## config.mk

```make
export PLATFORM = sky130hd
export DESIGN_NAME = dual_supply_reset_supervisor
export DESIGN_NICKNAME = d
export VERILOG_FILES = /design/src/supervisor_pkg.sv /design/src/dual_supply_reset_supervisor.sv /design/src/glitch_filter.sv /design/src/hold_timer.sv
export SDC_FILE = /design/constraint.sdc
export NUM_CORES = 1
export LEC_CHECK = 0
export ABC_AREA = 1
export BUFFER_PORTS_ARGS = -buffer_cell sky130_fd_sc_hd__buf_2
export CORE_ASPECT_RATIO = 1.2
export CORE_MARGIN = 10
export CORE_UTILIZATION = 25
export CTS_CLUSTER_SIZE = 40
export DETAILED_ROUTE_END_ITERATION = 16
export GPL_TIMING_DRIVEN = 0
export PLACE_DENSITY = 0.39
export SLEW_MARGIN = 20
export SYNTH_ARGS = -nofsm -noshare
export SYNTH_HDL_FRONTEND = slang
export SYNTH_SLANG_ARGS = --single-unit
```

## constraint.sdc

```tcl
create_clock -name clk -period 8.64 [get_ports clk]
set_clock_uncertainty 0.2 [all_clocks]
set_input_delay 0.432 -clock clk [delete_from_list [all_inputs] [get_ports clk]]
set_output_delay 0.432 -clock clk [all_outputs]
set_load 0.02 [all_outputs]
```

## src/supervisor_pkg.sv

```systemverilog
/*
 Constants for the dual supply reset supervisor: clock rate, timeouts,
 debounce and glitch figures, and the cycle counts derived from them.
 Assumes a 40 MHz system clock acting as the internal timebase.
*/
package supervisor_pkg;
   // Timebase
   localparam int unsigned CLK_HZ              = 40000000;
   localparam int unsigned CLK_PERIOD_NS       = 25;
   // Times as printed, in their own units
   localparam int unsigned SHORT_TIMEOUT_MS    = 150;   // Short supply option, least
   localparam int unsigned LONG_TIMEOUT_MS     = 1200;  // Long supply option, least
   localparam int unsigned MANUAL_TIMEOUT_MS   = 150;   // Manual reset timeout, least
   localparam int unsigned GOOD_TIMEOUT_US     = 37500; // Power-good timeout, least
   localparam int unsigned DEBOUNCE_US         = 37500; // Pin pulldown debounce, least
   localparam int unsigned MIN_PULSE_NS        = 1000;  // Manual reset minimum pulse
   localparam int unsigned GLITCH_NS           = 100;   // Rejected glitch width
   // Counts in clock cycles; least times round up
   localparam int unsigned CYC_PER_MS          = CLK_HZ / 1000;
   localparam int unsigned SHORT_TIMEOUT_CYC   = SHORT_TIMEOUT_MS * CYC_PER_MS;
   localparam int unsigned LONG_TIMEOUT_CYC    = LONG_TIMEOUT_MS * CYC_PER_MS;
   localparam int unsigned MANUAL_TIMEOUT_CYC  = MANUAL_TIMEOUT_MS * CYC_PER_MS;
   localparam int unsigned GOOD_TIMEOUT_CYC    = (GOOD_TIMEOUT_US * (CLK_HZ / 1000000));
   localparam int unsigned DEBOUNCE_CYC        = (DEBOUNCE_US * (CLK_HZ / 1000000));
   // Glitch filter must accept 1 us but reject 100 ns: pick 550 ns worth
   localparam int unsigned GLITCH_FILTER_CYC   =
      ((MIN_PULSE_NS + GLITCH_NS) / 2 + CLK_PERIOD_NS - 1) / CLK_PERIOD_NS;
   localparam int unsigned CNT_W               = 32;
   localparam int unsigned FILT_W              = 8;
   // Variant codes for the threshold pair; arbitrary labels
   localparam logic [1:0] VARIANT_DUAL         = 2'h0;
   localparam logic [1:0] VARIANT_SINGLE       = 2'h1;
endpackage

```

## src/dual_supply_reset_supervisor.sv

```systemverilog
/*
 Dual supply reset supervisor: reset, power-fail flag and primary
 power-good outputs from synchronised below-threshold comparator bits.
 Assumes comparators, threshold selection and pin electrics live outside;
 all inputs are synchronous to clk, which doubles as the timebase.
*/
`timescale 1ns/1ps
module dual_supply_reset_supervisor #(
   parameter logic                                 LONG_OPTION     = 1'b0,
   parameter logic                                 HAS_SECONDARY   = 1'b1,
   parameter logic                                 HAS_AUX         = 1'b1,
   parameter logic                                 HAS_MANUAL      = 1'b1,
   parameter logic                                 HAS_PIN_DETECT  = 1'b1,
   parameter logic [1:0]                           VARIANT         =
      supervisor_pkg::VARIANT_DUAL,
   parameter logic [15:0]                          VARIANT_CODE    = 16'h0000,
   parameter logic [supervisor_pkg::CNT_W-1:0]     SHORT_CYC       =
      supervisor_pkg::CNT_W'(supervisor_pkg::SHORT_TIMEOUT_CYC),
   parameter logic [supervisor_pkg::CNT_W-1:0]     LONG_CYC        =
      supervisor_pkg::CNT_W'(supervisor_pkg::LONG_TIMEOUT_CYC),
   parameter logic [supervisor_pkg::CNT_W-1:0]     MANUAL_CYC      =
      supervisor_pkg::CNT_W'(supervisor_pkg::MANUAL_TIMEOUT_CYC),
   parameter logic [supervisor_pkg::CNT_W-1:0]     GOOD_CYC        =
      supervisor_pkg::CNT_W'(supervisor_pkg::GOOD_TIMEOUT_CYC),
   parameter logic [supervisor_pkg::CNT_W-1:0]     DEBOUNCE_CYC    =
      supervisor_pkg::CNT_W'(supervisor_pkg::DEBOUNCE_CYC)
) (
   input  wire logic        clk,
   input  wire logic        rst_n,
   input  wire logic        primaryBelow,
   input  wire logic        secondaryBelow,
   input  wire logic        auxBelow,
   input  wire logic        powerfailBelow,
   input  wire logic        manual_reset_in_n,
   input  wire logic        resetPinIn,
   output logic             resetOut_n,
   output logic             resetOe,
   output logic             powerfail_flag_n,
   output logic             primary_supply_good,
   output logic [1:0]       variantKind,
   output logic [15:0]      variantCode
);
   localparam int unsigned W = supervisor_pkg::CNT_W;

   typedef enum logic [2:0] {
      ST_HOLD    = 3'h1,
      ST_TIMING  = 3'h2,
      ST_RUN     = 3'h4
   } rst_state_t;

   logic       syncA_reg;
   logic       syncB_reg;
   logic       rstSyncN;
   logic       manualFilt;
   logic       pinLowDeb;
   logic       supplyDone;
   logic       manualDone;
   logic       goodDone;
   logic       supplyFault;
   logic       manualActive;
   logic       pinActive;
   logic       pinLowRaw;
   rst_state_t state_reg;
   rst_state_t state_next;
   logic       rst_reg;
   logic       rst_next;
   logic       pf_reg;
   logic       pf_next;
   logic       good_reg;
   logic       good_next;
   logic       pinHeld_reg;
   logic       pinHeld_next;
   logic       oe_reg;
   logic       oe_next;
   logic [W-1:0] supplyLen;

   // Reset release through two flops; async assert, clocked release
   always_ff @(posedge clk or negedge rst_n) begin
      if (!rst_n) begin
         syncA_reg <= 1'b0;
         syncB_reg <= 1'b0;
      end else begin
         syncA_reg <= 1'b1;
         syncB_reg <= syncA_reg;
      end
   end
   assign rstSyncN = syncB_reg;

   // Monitored supply fault; absent monitors never fault
   assign supplyFault = primaryBelow
                      | (HAS_SECONDARY & secondaryBelow)
                      | (HAS_AUX & auxBelow);
   assign supplyLen = LONG_OPTION ? LONG_CYC : SHORT_CYC;

   // Manual input filtered so short glitches never start a reset
   glitch_filter #(
      .LEN  (supervisor_pkg::GLITCH_FILTER_CYC),
      .W    (supervisor_pkg::FILT_W),
      .INIT (1'b1)
   ) u_manual_filt (
      .clk      (clk),
      .rstSyncN (rstSyncN),
      .rawIn    (manual_reset_in_n),
      .filtOut  (manualFilt)
   );
   assign manualActive = HAS_MANUAL & ~manualFilt;

   // Pin pulled low while we are not driving it means an external pulldown.
   // Only seen while released; during our own drive the pin reads low anyway.
   assign pinLowRaw = HAS_PIN_DETECT & rst_reg & ~resetPinIn;
   glitch_filter #(
      .LEN  (DEBOUNCE_CYC),
      .W    (W),
      .INIT (1'b0)
   ) u_pin_deb (
      .clk      (clk),
      .rstSyncN (rstSyncN),
      .rawIn    (pinLowRaw),
      .filtOut  (pinLowDeb)
   );
   // Held until pinLowDeb has dropped and the pin is seen high; we stop driving meanwhile so
   // the release can be seen. The pin may read high a cycle before redrive.
   assign pinActive = pinHeld_reg;

   // Supply timeout restarts on every drop
   hold_timer #(.W(W)) u_supply_tmr (
      .clk      (clk),
      .rstSyncN (rstSyncN),
      .clear    (supplyFault),
      .len      (supplyLen),
      .done     (supplyDone)
   );

   // Manual timeout is always MANUAL_CYC, whatever LONG_OPTION selects
   hold_timer #(.W(W)) u_manual_tmr (
      .clk      (clk),
      .rstSyncN (rstSyncN),
      .clear    (manualActive | pinActive),
      .len      (MANUAL_CYC),
      .done     (manualDone)
   );

   // Power-good timer sees only the primary comparison
   hold_timer #(.W(W)) u_good_tmr (
      .clk      (clk),
      .rstSyncN (rstSyncN),
      .clear    (primaryBelow),
      .len      (GOOD_CYC),
      .done     (goodDone)
   );

   // Reset sequencer; faults force HOLD ahead of any timer state
   always_comb begin
      state_next = state_reg;
      unique case (state_reg)
         ST_HOLD: begin
            if (!supplyFault && !manualActive && !pinActive) begin
               state_next = ST_TIMING;
            end
         end
         ST_TIMING: begin
            if (supplyFault || manualActive || pinActive) begin
               state_next = ST_HOLD;
            end else if (supplyDone && manualDone) begin
               state_next = ST_RUN;
            end
         end
         ST_RUN: begin
            if (supplyFault || manualActive || pinActive) begin
               state_next = ST_HOLD;
            end
         end
         default: state_next = ST_HOLD;
      endcase
      rst_next = (state_next == ST_RUN);
      // Set wins over the release seen on the pin
      pinHeld_next = pinLowDeb | (pinHeld_reg & ~resetPinIn);
      oe_next      = ~rst_next & ~pinHeld_next;
   end

   // Power-fail flag has no timeout; power-good is its own timer gated by primaryBelow
   always_comb begin
      pf_next   = ~powerfailBelow;
      good_next = goodDone & ~primaryBelow;
   end

   always_ff @(posedge clk or negedge rstSyncN) begin
      if (!rstSyncN) begin
         state_reg <= ST_HOLD;
         rst_reg   <= 1'b0;
         pf_reg    <= 1'b0;
         good_reg  <= 1'b0;
         pinHeld_reg <= 1'b0;
         oe_reg    <= 1'b1;
      end else begin
         state_reg <= state_next;
         rst_reg   <= rst_next;
         pf_reg    <= pf_next;
         good_reg  <= good_next;
         pinHeld_reg <= pinHeld_next;
         oe_reg    <= oe_next;
      end
   end

   assign resetOut_n          = rst_reg;
   assign resetOe             = oe_reg;  // Drive low only; pullup gives high
   assign powerfail_flag_n    = pf_reg;
   assign primary_supply_good = good_reg;
   // Threshold selection is static; exported for the analog side
   assign variantKind         = VARIANT;
   assign variantCode         = VARIANT_CODE;
endmodule

```

## src/glitch_filter.sv

```systemverilog
/*
 Glitch filter: output follows input only after it has held steady for
 LEN cycles. Assumes the input is synchronous to clk.
*/
`timescale 1ns/1ps
module glitch_filter #(
   parameter int unsigned LEN   = 1,
   parameter int unsigned W     = 32,
   parameter logic        INIT  = 1'b1
) (
   input  wire logic clk,
   input  wire logic rstSyncN,
   input  wire logic rawIn,
   output logic      filtOut
);
   logic [W-1:0] cnt_reg;
   logic [W-1:0] cnt_next;
   logic         out_reg;
   logic         out_next;

   // Count while input differs from output; any agreement restarts the count
   always_comb begin
      cnt_next = '0;
      out_next = out_reg;
      if (rawIn != out_reg) begin
         if (cnt_reg >= W'(LEN - 1)) begin
            out_next = rawIn;
         end else begin
            cnt_next = cnt_reg + W'(1);
         end
      end
   end

   always_ff @(posedge clk or negedge rstSyncN) begin
      if (!rstSyncN) begin
         cnt_reg <= '0;
         out_reg <= INIT;
      end else begin
         cnt_reg <= cnt_next;
         out_reg <= out_next;
      end
   end

   assign filtOut = out_reg;
endmodule

```

## src/hold_timer.sv

```systemverilog
/*
 Hold timer: done goes high once clear has been low for LEN consecutive
 cycles; any cycle with clear high restarts from zero.
*/
`timescale 1ns/1ps
module hold_timer #(
   parameter int unsigned W = 32
) (
   input  wire logic         clk,
   input  wire logic         rstSyncN,
   input  wire logic         clear,
   input  wire logic [W-1:0] len,
   output logic              done
);
   logic [W-1:0] cnt_reg;
   logic [W-1:0] cnt_next;
   logic         done_reg;
   logic         done_next;

   // Restart on clear, saturate once the length is reached
   always_comb begin
      cnt_next  = cnt_reg;
      done_next = done_reg;
      if (clear) begin
         cnt_next  = '0;
         done_next = 1'b0;
      end else if (cnt_reg >= len - W'(1)) begin
         done_next = 1'b1;
      end else begin
         cnt_next = cnt_reg + W'(1);
      end
   end

   always_ff @(posedge clk or negedge rstSyncN) begin
      if (!rstSyncN) begin
         cnt_reg  <= '0;
         done_reg <= 1'b0;
      end else begin
         cnt_reg  <= cnt_next;
         done_reg <= done_next;
      end
   end

   assign done = done_reg;
endmodule

```

==> flow_summary.yaml <==
floorplan:
  io-pin-count: 30
  initial_core_util: 0.2547
  die_w_um: 188.0
  rows: 73
  core-area_um2: 33250
  fp.dieH_um: 221.6
  die-area_um2: 41660
status:
  status: "finished, final reports clean"
worst_setup_path:
  reg2reg_to: "u_supply_tmr.cnt_reg[17]$_DFFE_PN0P_"
  reg2regPathDepth: 13
  cp.required_ns: 8.75
  r2r_slack_ns: 6.23
  critPathMostFrequentCell: "nand2_1"
  worstSetupPathType: "flip-flop to flip-flop"
  path_max_fanout: 10
  slowest_delay_ns: 0.51
  crit_arrival_ns: 2.53
  cpMaxStageDelayCell: "dfrtp_1"
  regToRegStartpoint: "u_supply_tmr.cnt_reg[0]$_DFFE_PN0P_"
  worstSetupEndpointType: "flip-flop"
  worstPathCellList: "ha_1, nand2_2, nor2_4, nand2_2, nand2_1, nand2_1, nand2_2, nand2_4, nand2_8, nand2_4, buf_6, nand2_1, nand2_1"
  setup.worst_path.start_class: "flip-flop"
synth:
  avgSynthCellArea_um2: 7.466
  synth.top_cell.area_share: 0.4374
  synth-seq-area-share: 0.4467
  synth-seq-cells: 151
  synth_area_leader_cell: "dfrtp_1"
  syn_area_um2: 8467
  synth_commonest_cells: "nand2_1 (306), nor2_1 (190), dfrtp_1 (148)"
  ys.flop_type: "dfrtp_1"
  synth.most_common_cell: "nand2_1"
  synth_area_leaders: "dfrtp_1 (44%), nand2_1 (14%), nor2_1 (8.4%), nand3_1 (6.8%), inv_1 (5.1%)"
  async_flop_share: 1.000
  synth_cell_types: 38
  netlist_instances: 1134
  yosysWarningCount: 0
  synth_edf_count: 0
timing:
  hold_slack_ns: 0.003037
  final.period_utilization: 0.2795
  hold_viol: 0
  fmax_mhz: 414.1
  relSlewSlack: 0.5797
  tightest_slew_ns: 0.6305
  drv_slew: 0
  fin_ws_ns: 6.225
  min_period_ns: 2.415
  fin_setup_tns_ns: 0
  rsz0062_at_grt: "false"
  setup_viol: 0
clock_network:
  cts_resized: 0
  insertion_delay_ns: 0.43
  numCtsBuffers: 17
  cts_root_buf: "clkbuf_16"
  cts_tree: "built"
  clkTransAtPathRegs_ns: 0.07
  htreeDepth: 4
  clock-sinks: 151
  cts_buffer_depth: 2
cells_and_area:
  drive_gt1_frac: 0.09728
  diodes: 0
  fin_nets: 1215
  nFillCells: 3631
  stdcell_count: 1663
  syn_to_final_growth_pct: 16.61
global_routing:
  grt_first_pass_wirelength_um: 35440
  grt_overflow_total: 0
  antenna_found_initial: 0
  grt_usage: 0.1018
  grt_max_degree: 48
  first_global_vias: 7192
routing:
  drtAntennaViolNets: 0
  drt_iter0_drc: 344
  routed_via_density: 4.204
  wirelength_um: 20490
  drc: 0
  drtPass1Iterations: 5
  avgRoutedWirePerCell_um: 12.32
  num_vias: 6991
power_and_ir_drop:
  p_per_area_nw_per_um2: 152.8
  leakagePower_uw: 0.004480
  peakVddDrop_mv: 0.1444
placed_design:
  dp_hpwl_um: 14880
  gp_congestion: 0.8259
  dp_cells: 1629
  place_worst_setup_slack_ns: 6.205
  io_buffers: 11
job:
  drv_cap: 0
hold_path:
  hold_path.class: "flip-flop to asynchronous set/reset pin"
-- through the flow --
stage                       util  total power, µW  cell area, µm²
after detailed placement  0.2794            802.0            9288
final                     0.2970             1509            9873
after floorplan                -            778.7            8583
after global placement    0.2768            796.5            9201
after global routing      0.2970             1581            9873
after CTS                 0.2970             1547            9873
-- routing by layer --
metal / vias up / GRT usage / part of all wire
li1: 3663 / - / -
met1: 3253 / 0.1257 / 0.48
met2: 61 / 0.1728 / 0.49
met3: 14 / 0.01998 / 0.022
met4: 0 / 0.03399 / 0.013
met5: - / 0 / 0
-- cell families (layout without fill, tap and decap cells) --
| logic type | Yosys count | after routing | synth area share |
|---|---|---|---|
| DFF | 151 | 151 | 0.4467 |
| other | 2 | 33 | 0.0008870 |
| AOI/OAI and AO/OA | 26 | 26 | 0.01670 |
| adders and majority gates | 7 | 7 | 0.01034 |
| and+or+nand+nor | 724 | 724 | 0.3765 |
| buffers and inverters | 166 | 214 | 0.08881 |
| xor gates and xnor gates | 58 | 58 | 0.06000 |
-- report_power, final --
part           switching, µW  internal (µW)
Combinational           45.2           19.0
Clock                    315            407
Sequential              7.24            716
-- how the worst max path moves through the flow --
stage / startpoint / endpoint / slack (ns) / cells after the start
2_1_floorplan: rstSyncN$_DFF_PN0_ / pinActive$_DFF_PN0_ / 3.93 / 0
3_3_place_gp: rstSyncN$_DFF_PN0_ / u_manual_tmr.cnt_reg[10]$_DFFE_PN0P_ / 1.55 / 0
3_5_place_dp: u_supply_tmr.cnt_reg[0]$_DFFE_PN0P_ / u_supply_tmr.cnt_reg[18]$_DFFE_PN0P_ / 6.21 / 13
4_1_cts: u_supply_tmr.cnt_reg[0]$_DFFE_PN0P_ / u_supply_tmr.cnt_reg[20]$_DFFE_PN0P_ / 6.18 / 13
5_1_grt: u_supply_tmr.cnt_reg[0]$_DFFE_PN0P_ / u_supply_tmr.cnt_reg[11]$_DFFE_PN0P_ / 5.99 / 13
6_report: u_supply_tmr.cnt_reg[0]$_DFFE_PN0P_ / u_supply_tmr.cnt_reg[17]$_DFFE_PN0P_ / 6.23 / 13
-- cell type report --
type / instances / area [µm²] / area share
tap: 450 / 563.0 / 0.05703
timing repair buffer: 16 / 157.7 / 0.01597
sequential: 151 / 3786 / 0.3835
clock inverter: 13 / 122.6 / 0.01242
clock buffer: 19 / 442.9 / 0.04486
inverter: 117 / 440.4 / 0.04461
multi-input combinational: 848 / 4049 / 0.4101
buffer: 49 / 311.5 / 0.03155
-- cells in the final DEF, fill, tap and decap left out, drive strengths merged, types with 29 or more instances in the layout --
master | Yosys | layout
clkbuf | 10 | 29
inv | 115 | 118
dfrtp | 148 | 148
nand4 | 52 | 52
xor2 | 48 | 48
conb | 2 | 33
buf | 39 | 53
nand2 | 319 | 319
nand3 | 115 | 115
nor2 | 207 | 207
-- repair_timing --
action | CTS | global route
hold endpoints to repair | 3 | 0
hold buffers | 2 | 0
buffers inserted | 0 | 0
-- worst max-delay path: cells and delay by family, from the launching register on --
kind | cells | cell delay [ns]
fa+ha+maj | 1 | 0.39
buf+inv | 1 | 0.15
simple gates | 11 | 1.04
flops | 1 | 0.51
No activity file was read; power rests on OpenSTA's default activity.
